[src/tpw_defs.svh]
// Register offsets, field positions, reset values and fixed counts
`ifndef TPW_DEFS_SVH
`define TPW_DEFS_SVH

`define TPW_ADDR_CTL_A 8'h24
`define TPW_ADDR_CTL_B 8'h25
`define TPW_ADDR_COUNT 8'h26
`define TPW_ADDR_CMP_A 8'h27
`define TPW_ADDR_CMP_B 8'h28
`define TPW_ADDR_FLAGS 8'h29

`define TPW_CTL_A_RST 8'h00
`define TPW_CTL_A_RMASK 8'hF3
`define TPW_OMA_LSB 6
`define TPW_OMB_LSB 4
`define TPW_WML_LSB 0
`define TPW_FLAG_OVF 0

`define TPW_TOP_MAX 8'hFF
`define TPW_BOTTOM 8'h00
`define TPW_MODE_FAST_FIX 3'h3
`define TPW_MODE_FAST_VAR 3'h7
`define TPW_MODE_PC_FIX 3'h1
`define TPW_MODE_PC_VAR 3'h5
`define TPW_OM_OFF 2'h0
`define TPW_OM_TOGGLE 2'h1
`define TPW_OM_NONINV 2'h2
`define TPW_OM_INV 2'h3

`endif

[src/tpw_pkg.sv]
// Types shared by the timer PWM waveform block
package tpw_pkg;

  typedef struct packed {
    logic wr;
    logic rd;
    logic [7:0] addr;
    logic [7:0] wdata;
  } tpw_bus_req_t;

  // Index 0 is channel A, index 1 is channel B
  typedef struct packed {
    logic [1:0] dir;
    logic [1:0] port_val;
  } tpw_port_t;

  typedef struct packed {
    logic [1:0] out;
    logic [1:0] oe;
  } tpw_pin_t;

  typedef struct packed {
    logic [7:0] ctl_a;
    logic wm_high;
    logic [7:0] cnt;
    logic cnt_down;
    logic [1:0][7:0] cmp_act;
    logic [1:0][7:0] cmp_buf;
    logic ovf;
    logic [1:0] wave;
    logic blk;
    logic [7:0] rdata;
    tpw_pin_t pin;
  } tpw_state_t;

endpackage : tpw_pkg

[src/tpw_timer_pwm.sv]
// Eight-bit timer counter with fast and phase correct PWM waveform logic
//
// Added by the designer: strobed register access.
`include "tpw_defs.svh"

// Summary of operation
// - Selector 3 or 7 counts single-slope, BOTTOM up to TOP, then restart.
// - Single-slope TOP is 0xFF for selector 3, compare A for selector 7.
// - Single-slope counter increments to TOP, clears on the next tick.
// - Single-slope mode two clears output on match, sets it at BOTTOM.
// - Single-slope mode three sets output on match, clears it at BOTTOM.
// - Wrap-related output change happens in the TOP to BOTTOM tick.
// - Mode one toggles channel A on match only with mode high bit set.
// - Single-slope overflow flag sets on the tick that wraps TOP to BOTTOM.
// - Compare A at BOTTOM gives a spike; at MAX a constant level.
// - Compare writes are double buffered in the PWM modes.
// - Selector 1 or 5 counts dual-slope, up to TOP then down to BOTTOM.
// - Dual-slope TOP is 0xFF for selector 1, compare A for selector 5.
// - Dual-slope reverses at TOP and holds TOP for exactly one tick.
// - Dual-slope mode two clears on up match, sets on down match.
// - Dual-slope overflow flag sets on the tick that turns the count up at BOTTOM.
// - Dual-slope compare A at BOTTOM holds low, at MAX holds high.
// - Leaving MAX, output at TOP takes the up-count match result.
// - A missed up-count match still yields its transition at TOP.
// - Synchronous to mclk except for the asynchronous reset; the timer tick is an enable, not a clock.
// - Control A at 0x24: out modes 7:6 and 5:4, wave mode 1:0, reset 0.
// - Control A bits 3 and 2 always read zero.
// - Mode high bit sits in control B, joined with low bits.
// - Compare equal TOP with mode bit 1 set: match ignored, act at TOP.
module tpw_timer_pwm (
  input wire logic mclk,
  input wire logic rst,
  input wire tpw_pkg::tpw_bus_req_t reg_req,
  output logic [7:0] reg_rdata,
  input wire logic timer_tick,
  input wire tpw_pkg::tpw_port_t port_ctl,
  output tpw_pkg::tpw_pin_t pin,
  output logic [1:0] wave_out,
  output logic overflow_flag
);
  import tpw_pkg::*;

  tpw_state_t s;
  tpw_state_t n;

  logic [2:0] waveform_mode_sel;
  logic mode_fast;
  logic mode_pc;
  logic mode_pwm;
  logic [7:0] top_val;
  logic [7:0] top_new;
  logic at_top;
  logic at_bot;
  logic wr_ctl_a;
  logic wr_ctl_b;
  logic wr_cnt;
  logic wr_flags;
  logic tick_run;
  logic [1:0] wr_cmp;
  logic [1:0] cmp_match;
  logic [1:0] connected;
  logic [1:0] wave_nx;

  assign waveform_mode_sel = {s.wm_high, s.ctl_a[`TPW_WML_LSB +: 2]};
  assign mode_fast = (waveform_mode_sel == `TPW_MODE_FAST_FIX) ||
                     (waveform_mode_sel == `TPW_MODE_FAST_VAR);
  assign mode_pc = (waveform_mode_sel == `TPW_MODE_PC_FIX) ||
                   (waveform_mode_sel == `TPW_MODE_PC_VAR);
  assign mode_pwm = mode_fast || mode_pc;
  assign top_val = s.wm_high ? s.cmp_act[0] : `TPW_TOP_MAX;
  // TOP as it stands after the reload that happens at TOP
  assign top_new = s.wm_high ? s.cmp_buf[0] : `TPW_TOP_MAX;
  assign at_top = (s.cnt == top_val);
  assign at_bot = (s.cnt == `TPW_BOTTOM);

  assign wr_ctl_a = reg_req.wr && (reg_req.addr == `TPW_ADDR_CTL_A);
  assign wr_ctl_b = reg_req.wr && (reg_req.addr == `TPW_ADDR_CTL_B);
  assign wr_cnt = reg_req.wr && (reg_req.addr == `TPW_ADDR_COUNT);
  assign wr_flags = reg_req.wr && (reg_req.addr == `TPW_ADDR_FLAGS);
  assign wr_cmp[0] = reg_req.wr && (reg_req.addr == `TPW_ADDR_CMP_A);
  assign wr_cmp[1] = reg_req.wr && (reg_req.addr == `TPW_ADDR_CMP_B);
  // A software count write wins over the tick and blocks the next match
  assign tick_run = timer_tick && !wr_cnt;

  genvar gi;
  generate
    for (gi = 0; gi < 2; gi++) begin : g_chan
      localparam int OM_LSB = (gi == 0) ? `TPW_OMA_LSB : `TPW_OMB_LSB;
      logic [1:0] om;
      logic cmp_is_top;
      logic cmp_new_top;
      logic may_toggle;
      assign om = s.ctl_a[OM_LSB +: 2];
      assign cmp_is_top = (s.cmp_act[gi] == top_val);
      assign cmp_new_top = (s.cmp_buf[gi] == top_new);
      // Toggle exists on channel A only
      assign may_toggle = (gi == 0) && (om == `TPW_OM_TOGGLE) && s.wm_high;
      assign cmp_match[gi] = tick_run && !s.blk &&
                             (s.cnt == s.cmp_act[gi]);
      assign connected[gi] = (om != `TPW_OM_OFF);

      always_comb begin
        wave_nx[gi] = s.wave[gi];
        if (tick_run && mode_fast) begin
          if (om[1] && cmp_match[gi] && !cmp_is_top) begin
            wave_nx[gi] = om[0];
          end
          if (may_toggle && cmp_match[gi]) begin
            wave_nx[gi] = ~s.wave[gi];
          end
          if (om[1] && at_top) begin
            wave_nx[gi] = ~om[0];
          end
        end else if (tick_run && mode_pc) begin
          if (om[1] && cmp_match[gi] && !cmp_is_top) begin
            // The BOTTOM turnaround counts as part of the up slope
            if (s.cnt_down && !at_bot) begin
              wave_nx[gi] = ~om[0];
            end else begin
              wave_nx[gi] = om[0];
            end
          end
          if (may_toggle && cmp_match[gi]) begin
            wave_nx[gi] = ~s.wave[gi];
          end
          if (om[1] && at_top && !s.cnt_down) begin
            // Restore the up-slope level so the period is symmetric
            if (cmp_new_top) begin
              wave_nx[gi] = ~om[0];
            end else begin
              wave_nx[gi] = om[0];
            end
          end
        end
      end
    end
  endgenerate

  always_comb begin
    n = s;
    n.rdata = 8'h00;
    n.wave = wave_nx;

    if (wr_ctl_a) begin
      n.ctl_a = reg_req.wdata & `TPW_CTL_A_RMASK;
    end
    if (wr_ctl_b) begin
      n.wm_high = reg_req.wdata[0];
    end
    for (int i = 0; i < 2; i++) begin
      if (wr_cmp[i]) begin
        n.cmp_buf[i] = reg_req.wdata;
      end
    end

    if (wr_cnt) begin
      n.cnt = reg_req.wdata;
      n.blk = 1'b1;
    end else if (timer_tick) begin
      n.blk = 1'b0;
      if (mode_fast) begin
        if (at_top) begin
          n.cnt = `TPW_BOTTOM;
        end else begin
          n.cnt = s.cnt + 8'h01;
        end
      end else if (mode_pc) begin
        if (!s.cnt_down) begin
          if (at_top) begin
            n.cnt_down = 1'b1;
            n.cnt = s.cnt - 8'h01;
          end else begin
            n.cnt = s.cnt + 8'h01;
          end
        end else if (at_bot) begin
          n.cnt_down = 1'b0;
          n.cnt = s.cnt + 8'h01;
        end else begin
          n.cnt = s.cnt - 8'h01;
        end
      end else begin
        // Non-PWM modes are out of scope; free-run upward
        n.cnt = s.cnt + 8'h01;
      end
    end
    if (!mode_pc) begin
      n.cnt_down = 1'b0;
    end

    // Reload at TOP; outside PWM the active compare follows writes at once
    if (!mode_pwm) begin
      n.cmp_act = n.cmp_buf;
    end else if (tick_run && at_top && !s.cnt_down) begin
      n.cmp_act = s.cmp_buf;
    end

    // Software clears with a one; a same-cycle set wins
    if (wr_flags && reg_req.wdata[`TPW_FLAG_OVF]) begin
      n.ovf = 1'b0;
    end
    // The start-up pass through BOTTOM while counting up is no overflow
    if (tick_run && ((mode_fast && at_top) ||
                     (mode_pc && s.cnt_down && at_bot))) begin
      n.ovf = 1'b1;
    end

    for (int i = 0; i < 2; i++) begin
      n.pin.out[i] = connected[i] ? wave_nx[i] : port_ctl.port_val[i];
      n.pin.oe[i] = port_ctl.dir[i];
    end

    if (reg_req.rd) begin
      case (reg_req.addr)
        `TPW_ADDR_CTL_A: n.rdata = s.ctl_a & `TPW_CTL_A_RMASK;
        `TPW_ADDR_CTL_B: n.rdata = {7'h00, s.wm_high};
        `TPW_ADDR_COUNT: n.rdata = s.cnt;
        `TPW_ADDR_CMP_A: n.rdata = s.cmp_buf[0];
        `TPW_ADDR_CMP_B: n.rdata = s.cmp_buf[1];
        `TPW_ADDR_FLAGS: n.rdata = {7'h00, s.ovf};
        default: n.rdata = 8'h00;
      endcase
    end
  end

  always_ff @(posedge mclk or posedge rst) begin
    if (rst) begin
      s <= '0;
    end else begin
      s <= n;
    end
  end

  assign reg_rdata = s.rdata;
  assign pin = s.pin;
  assign wave_out = s.wave;
  assign overflow_flag = s.ovf;
endmodule : tpw_timer_pwm

[config.mk]
export PLATFORM = sky130hd
export DESIGN_NAME = tpw_timer_pwm
export DESIGN_NICKNAME = d
export VERILOG_FILES = /design/src/tpw_pkg.sv /design/src/tpw_timer_pwm.sv
export VERILOG_INCLUDE_DIRS = /design/src
export SDC_FILE = /design/constraint.sdc
export NUM_CORES = 1
export LEC_CHECK = 0
export ABC_AREA = 1
export BUFFER_PORTS_ARGS = -buffer_cell sky130_fd_sc_hd__buf_2
export CORE_ASPECT_RATIO = 1.5
export CORE_MARGIN = 2
export CORE_UTILIZATION = 65
export CTS_CLUSTER_DIAMETER = 200
export DETAILED_ROUTE_END_ITERATION = 10
export GPL_ROUTABILITY_DRIVEN = 1
export PLACE_DENSITY = 0.86
export SETUP_SLACK_MARGIN = 0.5
export SYNTH_ARGS = -nofsm -noshare
export SYNTH_HDL_FRONTEND = slang
export SYNTH_SLANG_ARGS = --single-unit
[constraint.sdc]
create_clock -name mclk -period 3.1 [get_ports mclk]
set_input_delay 0.62 -clock mclk [delete_from_list [all_inputs] [get_ports mclk]]
set_output_delay 0.62 -clock mclk [all_outputs]
set_load 0.01 [all_outputs]
## Word-level counts from Yosys, hierarchy flattened

Index checks and enable logic that the tools add are counted.

- Flip-flop bits (word level): 64
- Bits of input ports: 25
- Output and inout port bits: 15

- Add/sub/neg operators: 2
- Equality and inequality tests: 22
- Muxes and demuxes: 46
- Bitwise logic cells: 3
- Reductions and logical operators: 46

Operators by type and width:

| operator | number |
|---|---|
| 2-to-1 mux 8 bit | 11 |
| == test 8 bit | 7 |
| == test 8 x 6 -> 1 bit, second input constant | 6 |
| one-hot mux 8 bit (6 select lines) | 1 |
| 2-to-1 mux 16 bit | 2 |
| logical AND 1 bit | 30 |
| 2-to-1 mux 1 bit | 30 |
| 2-to-1 mux 9 bit | 2 |
| adder 8 x 1 -> 8 bit, second input constant | 1 |
| logical NOT 8 bit | 1 |
| nonzero test 2 bit | 4 |
| subtractor 8 x 1 -> 8 bit, second input constant | 1 |
| == test 3 bit, second input constant | 2 |
| logical NOT 1 bit | 6 |
| != test 2 bit, second input constant | 3 |
| logical OR 1 bit | 4 |
| == test 3 x 1 -> 1 bit, second input constant | 1 |
| == test 3 x 2 -> 1 bit, second input constant | 1 |
| NOT 1 bit | 3 |
| AND reduction 3 bit | 1 |
| == test 2 x 1 -> 1 bit, second input constant | 1 |
| != test 2 x 1 -> 1 bit, second input constant | 1 |

## Depth between registers and ports, before layout

- Depth in word-level cells: 14
- Mapped depth: 19
- Gate-level depth less buffers: 18

## Worst setup path after synthesis

OpenSTA, ideal clock, no wires.

- Path type: input port to flip-flop
- Start point: input port reg_req[11] in the netlist's numbering
- End point: register s (netlist bit pin[2])
- Setup time: 0.116 ns
- Arrival time: 1.814 ns
- Path slack: 1.169 ns
- Cell stages on the path: 17
- Path through: inv_1 -> nand2_1 -> nor2_1 -> nand3_1 -> buf_4 -> nand3_1 -> nor2_1 -> nand3b_1 -> nand2_1 -> inv_1 -> nand2_1 -> nand2_1 -> nand2_1 -> nand2_1 -> nand2_2 -> nand2_1 -> nand2_1

RTL lines:

| what | line | source |
|---|---|---|
| start, declared | tpw_timer_pwm.sv:33 | `input wire tpw_pkg::tpw_bus_req_t reg_req,` |
| end signal, assigned | tpw_timer_pwm.sv:229 | `s <= n;` |
| end, declared | tpw_timer_pwm.sv:43 | `tpw_state_t s;` |

## Final worst setup path

- Start point: register s[51] in the netlist's numbering
- End point: register s[34] in the netlist's numbering

- Longest elaborated chain between the ends: 4

Ends and longest elaborated chain:

| what | line | source |
|---|---|---|
| == test 8 bit | tpw_timer_pwm.sv:73 | `assign at_top = (s.cnt == top_val);` |
| logical AND 1 bit (2 in series) | tpw_timer_pwm.sv:193 | `end else if (tick_run && at_top && !s.cnt_down) begin` |
| != test 2 x 1 -> 1 bit (no line) | n/a |  |

No other way between the ends.
A chain may end at the register's enable or synchronous reset.

==> summary.md <==
| Metric | Value |
|---|---|
| Status | `completed` |
| CP bufs+invs | `1` |
| CP most frequent cell | `nand2_1` |
| Post-DR vias/cell | `6.15` |
| Largest net degree at the start of global routing | `55` |
| Post-synthesis mux area share | `0.00257` |
| Root Driver | `clkbuf_8` |
| FILL cells | `544` |
| Layout cell share with drive strength beyond 1 | `0.175` |
| Post-synth EDFFs | `0` |
| Dpl ws | `543 ps` |
| Port bufs | `39` |
| Syn Nets | `615` |
| Router iterations before antenna repair | `5` |
| DRC Markers | `0` |
| Worst vdd ir | `307 uV` |
| Cell family with most CP delay | `compound AO/OA/AOI/OAI gates` |
| Worst path max stage delay | `560 ps` |
| Top cells by count, synth | `nand2_1, inv_1, dfrtp_1, nand3_1, o21ai_0` |
| Main combinational cell family by area after synthesis | `simple AND/OR/NAND/NOR gates` |
| CTS tree | `yes` |
| WP data arrival | `2640 ps` |
| Critical path required time | `3300 ps` |
| First-pass GRT wire length | `21.5 mm` |
| Setup violators final | `0` |
| Clock sink count | `64` |
| Tot GR Track Use | `0.380` |
| Final clock skew | `6.70 ps` |
| WL/cell | `19.4 um` |
| Final hold vios | `0` |
| Crit path launch type | `flop` |
| CTS Buf Count | `9` |
| Synth warnings | `0` |
| Largest area contributor in the netlist | `dfrtp_1` |
| Seq cells post-synth | `64` |
| Area occupied by multi-input gates | `2230 sq um` |
| Fin nets | `641` |
| Grt total ovfl | `0` |
| # rows | `36` |
| Most frequent cell after synthesis | `nand2_1` |
| Post-Synth Simple-Gate Area | `0.284` |
| Core area | `6530 sq um` |
| CP Launch Point | `s[51]` |
| Top cells by area, synth | `dfrtp_1, nand2_1, inv_1` |
| Max-Cap Viols | `0` |
| Final worst slack | `660 ps` |
| H-tree Lvls | `3` |
| Adder-cell share of the synthesized area | `0.00855` |
| Seq/Total Area, Yosys | `0.365` |
| CP Capture Type | `flop` |
| Post-cts hold buffer count | `0` |
| FF+latch area | `1600 sq um` |
| Layout area overhead | `7.35%` |
| Initial Util | `0.672` |
| Worst-margin pin slew | `630 ps` |
| Synthesized netlist cell count | `587` |
| Fin crit share | `0.787` |
| Synth top area share | `0.365` |
| Post-layout total power | `2.47 mW` |
| Worst r2r src | `s[51]` |
| Leak | `2.20 nW` |
| Vias | `4270` |
| Post-DRT Antenna Nets | `0` |
| XOR/XNOR share of the synthesized area | `0.0599` |
| Worst-case clock buffer depth | `2` |
| Compound-Gate Fraction of Synth Area | `0.153` |
| PwrDens | `525 nW/um^2` |
| Final min period | `2440 ps` |
| Vias in the first global route | `4265` |
| Chip height | `105 um` |
| Final WL | `13.5 mm` |
| Max frequency | `0.410 GHz` |
| Worst path cell trace | `inv_1 -> nand2_1 -> nand2_1 -> nor2_2 -> nand2_1 -> nor2_4 -> nand2_4 -> o21ai_4 -> o221ai_1` |
| Antenna cells | `0` |
| DIE AREA | `7440 sq um` |
| WHS | `183 ps` |
| Clock Latency Late Sink | `360 ps` |
| Asr flop ratio synth | `1.00` |
| Setup_tns | `0 ps` |
| Final Slew Violations | `0` |
| Io pins | `40` |
| Final weighted congestion in routability-driven placement | `0.956` |
| Post-synth top flop | `dfrtp_1` |
| CP max stage cell | `dfrtp_1` |
| Initial antenna violation count | `0` |
| Crit path kind | `reg -> reg` |
| Mean post-synth cell area | `7.48 sq um` |
| Stages on worst setup path | `9` |
| Post-synth cell types | `43` |
| Mapped cell area | `4390 sq um` |
| First DRT Iteration DRCs | `505` |
| HP Class | `in -> async` |
| RSZ-0062 raised after global routing | `no` |
| Hpwl dp | `10.1 mm` |
| CP Max Fanout | `16` |
| Reg2reg path depth | `9` |
| Clock slew at reported path FFs | `70 ps` |
| Chip width | `71.1 um` |
| Postcts setup bufs | `0` |
| Relative slew margins | `0.578` |
==> timing repair <==
item	CTS	global route
setup endpoints to repair	0	17
resized for setup	0	1
hold endpoints to repair	0	0
==> kinds of logic (layout without fill, tap and decap cells) <==
logic type	count (synthesis)	after routing
and+or+nand+nor	278	278
adders and majority gates	3	3
DFF	64	64
xor gates and xnor gates	30	30
muxes	1	1
buffers and inverters	117	148
AOI/OAI and AO/OA	94	94
==> worst register-to-register path, delay by kind of cell, from the launching register on <==
family / cells / cell delay, ps
flip-flops: 1 / 560
AND/OR/NAND/NOR: 6 / 710
buffers and inverters: 1 / 250
AO/OA/AOI/OAI: 2 / 770
==> path summary, 6_finish.rpt <==
| kind | end | slack (ps) |
|---|---|---|
| worst max-delay path | s[34] | 660 |
| worst min-delay path | reg_rdata[7] | 180 |
| worst max register to register | s[34] | 660 |
| worst min register to register | s[29] | 560 |
| max in group asynchronous | s[57] | 2340 |
| min in group mclk | pin[1] | 370 |
==> area by class of cell <==
| type | count | share of cell area |
|---|---|---|
| Inverter | 89 | 0.0709 |
| Clock inverter | 4 | 0.0109 |
| Clock buffer | 12 | 0.0351 |
| Multi-Input combinational cell | 406 | 0.472 |
| Sequential cell | 64 | 0.340 |
| Tap cell | 76 | 0.0202 |
| Timing Repair Buffer | 43 | 0.0505 |
==> stage by stage <==
stage          area [sq um]   util  instances
4_1_cts                4710  0.721        694
3_5_place_dp           4490  0.688        678
2_1_floorplan          4390      -        587
3_3_place_gp           4490  0.688        678
5_1_grt                4710  0.721        694
6_report               4710  0.721        694
==> sequential cells by signal, summed over array words and instances, names as in the netlist <==
signal	cells
pin	4
wave_out	2
reg_rdata	8
overflow_flag	1
s	45
g_chan.om	4
==> layer usage <==
metal  wire, um  part of all wire  GRT usage  up-vias
li1           -                 -          -     1940
met1       4570              0.34      0.421     1989
met2       6770              0.50      0.638      258
met3       1200             0.089     0.0694       83
met4        930             0.069      0.274        0
met5          0                 0          0        -
==> where the power goes <==
part | leakage (nW) | switching (mW) | internal [mW]
Combinational | 1.24 | 0.444 | 0.226
Clock | 0.109 | 0.347 | 0.437
Sequential | 0.859 | 0.127 | 0.894
==> cells in the final DEF, fill, tap and decap left out, types with 15 or more instances in the layout <==
cell type | Yosys | layout
nand2_1 | 167 | 167
o21ai_0 | 33 | 33
nor2_1 | 32 | 32
nand3_1 | 36 | 36
dfrtp_1 | 64 | 63
a21oi_1 | 15 | 15
inv_1 | 77 | 76
xor2_1 | 25 | 25
buf_2 | 1 | 39
Note: power is estimated with default switching activity, not from simulation.
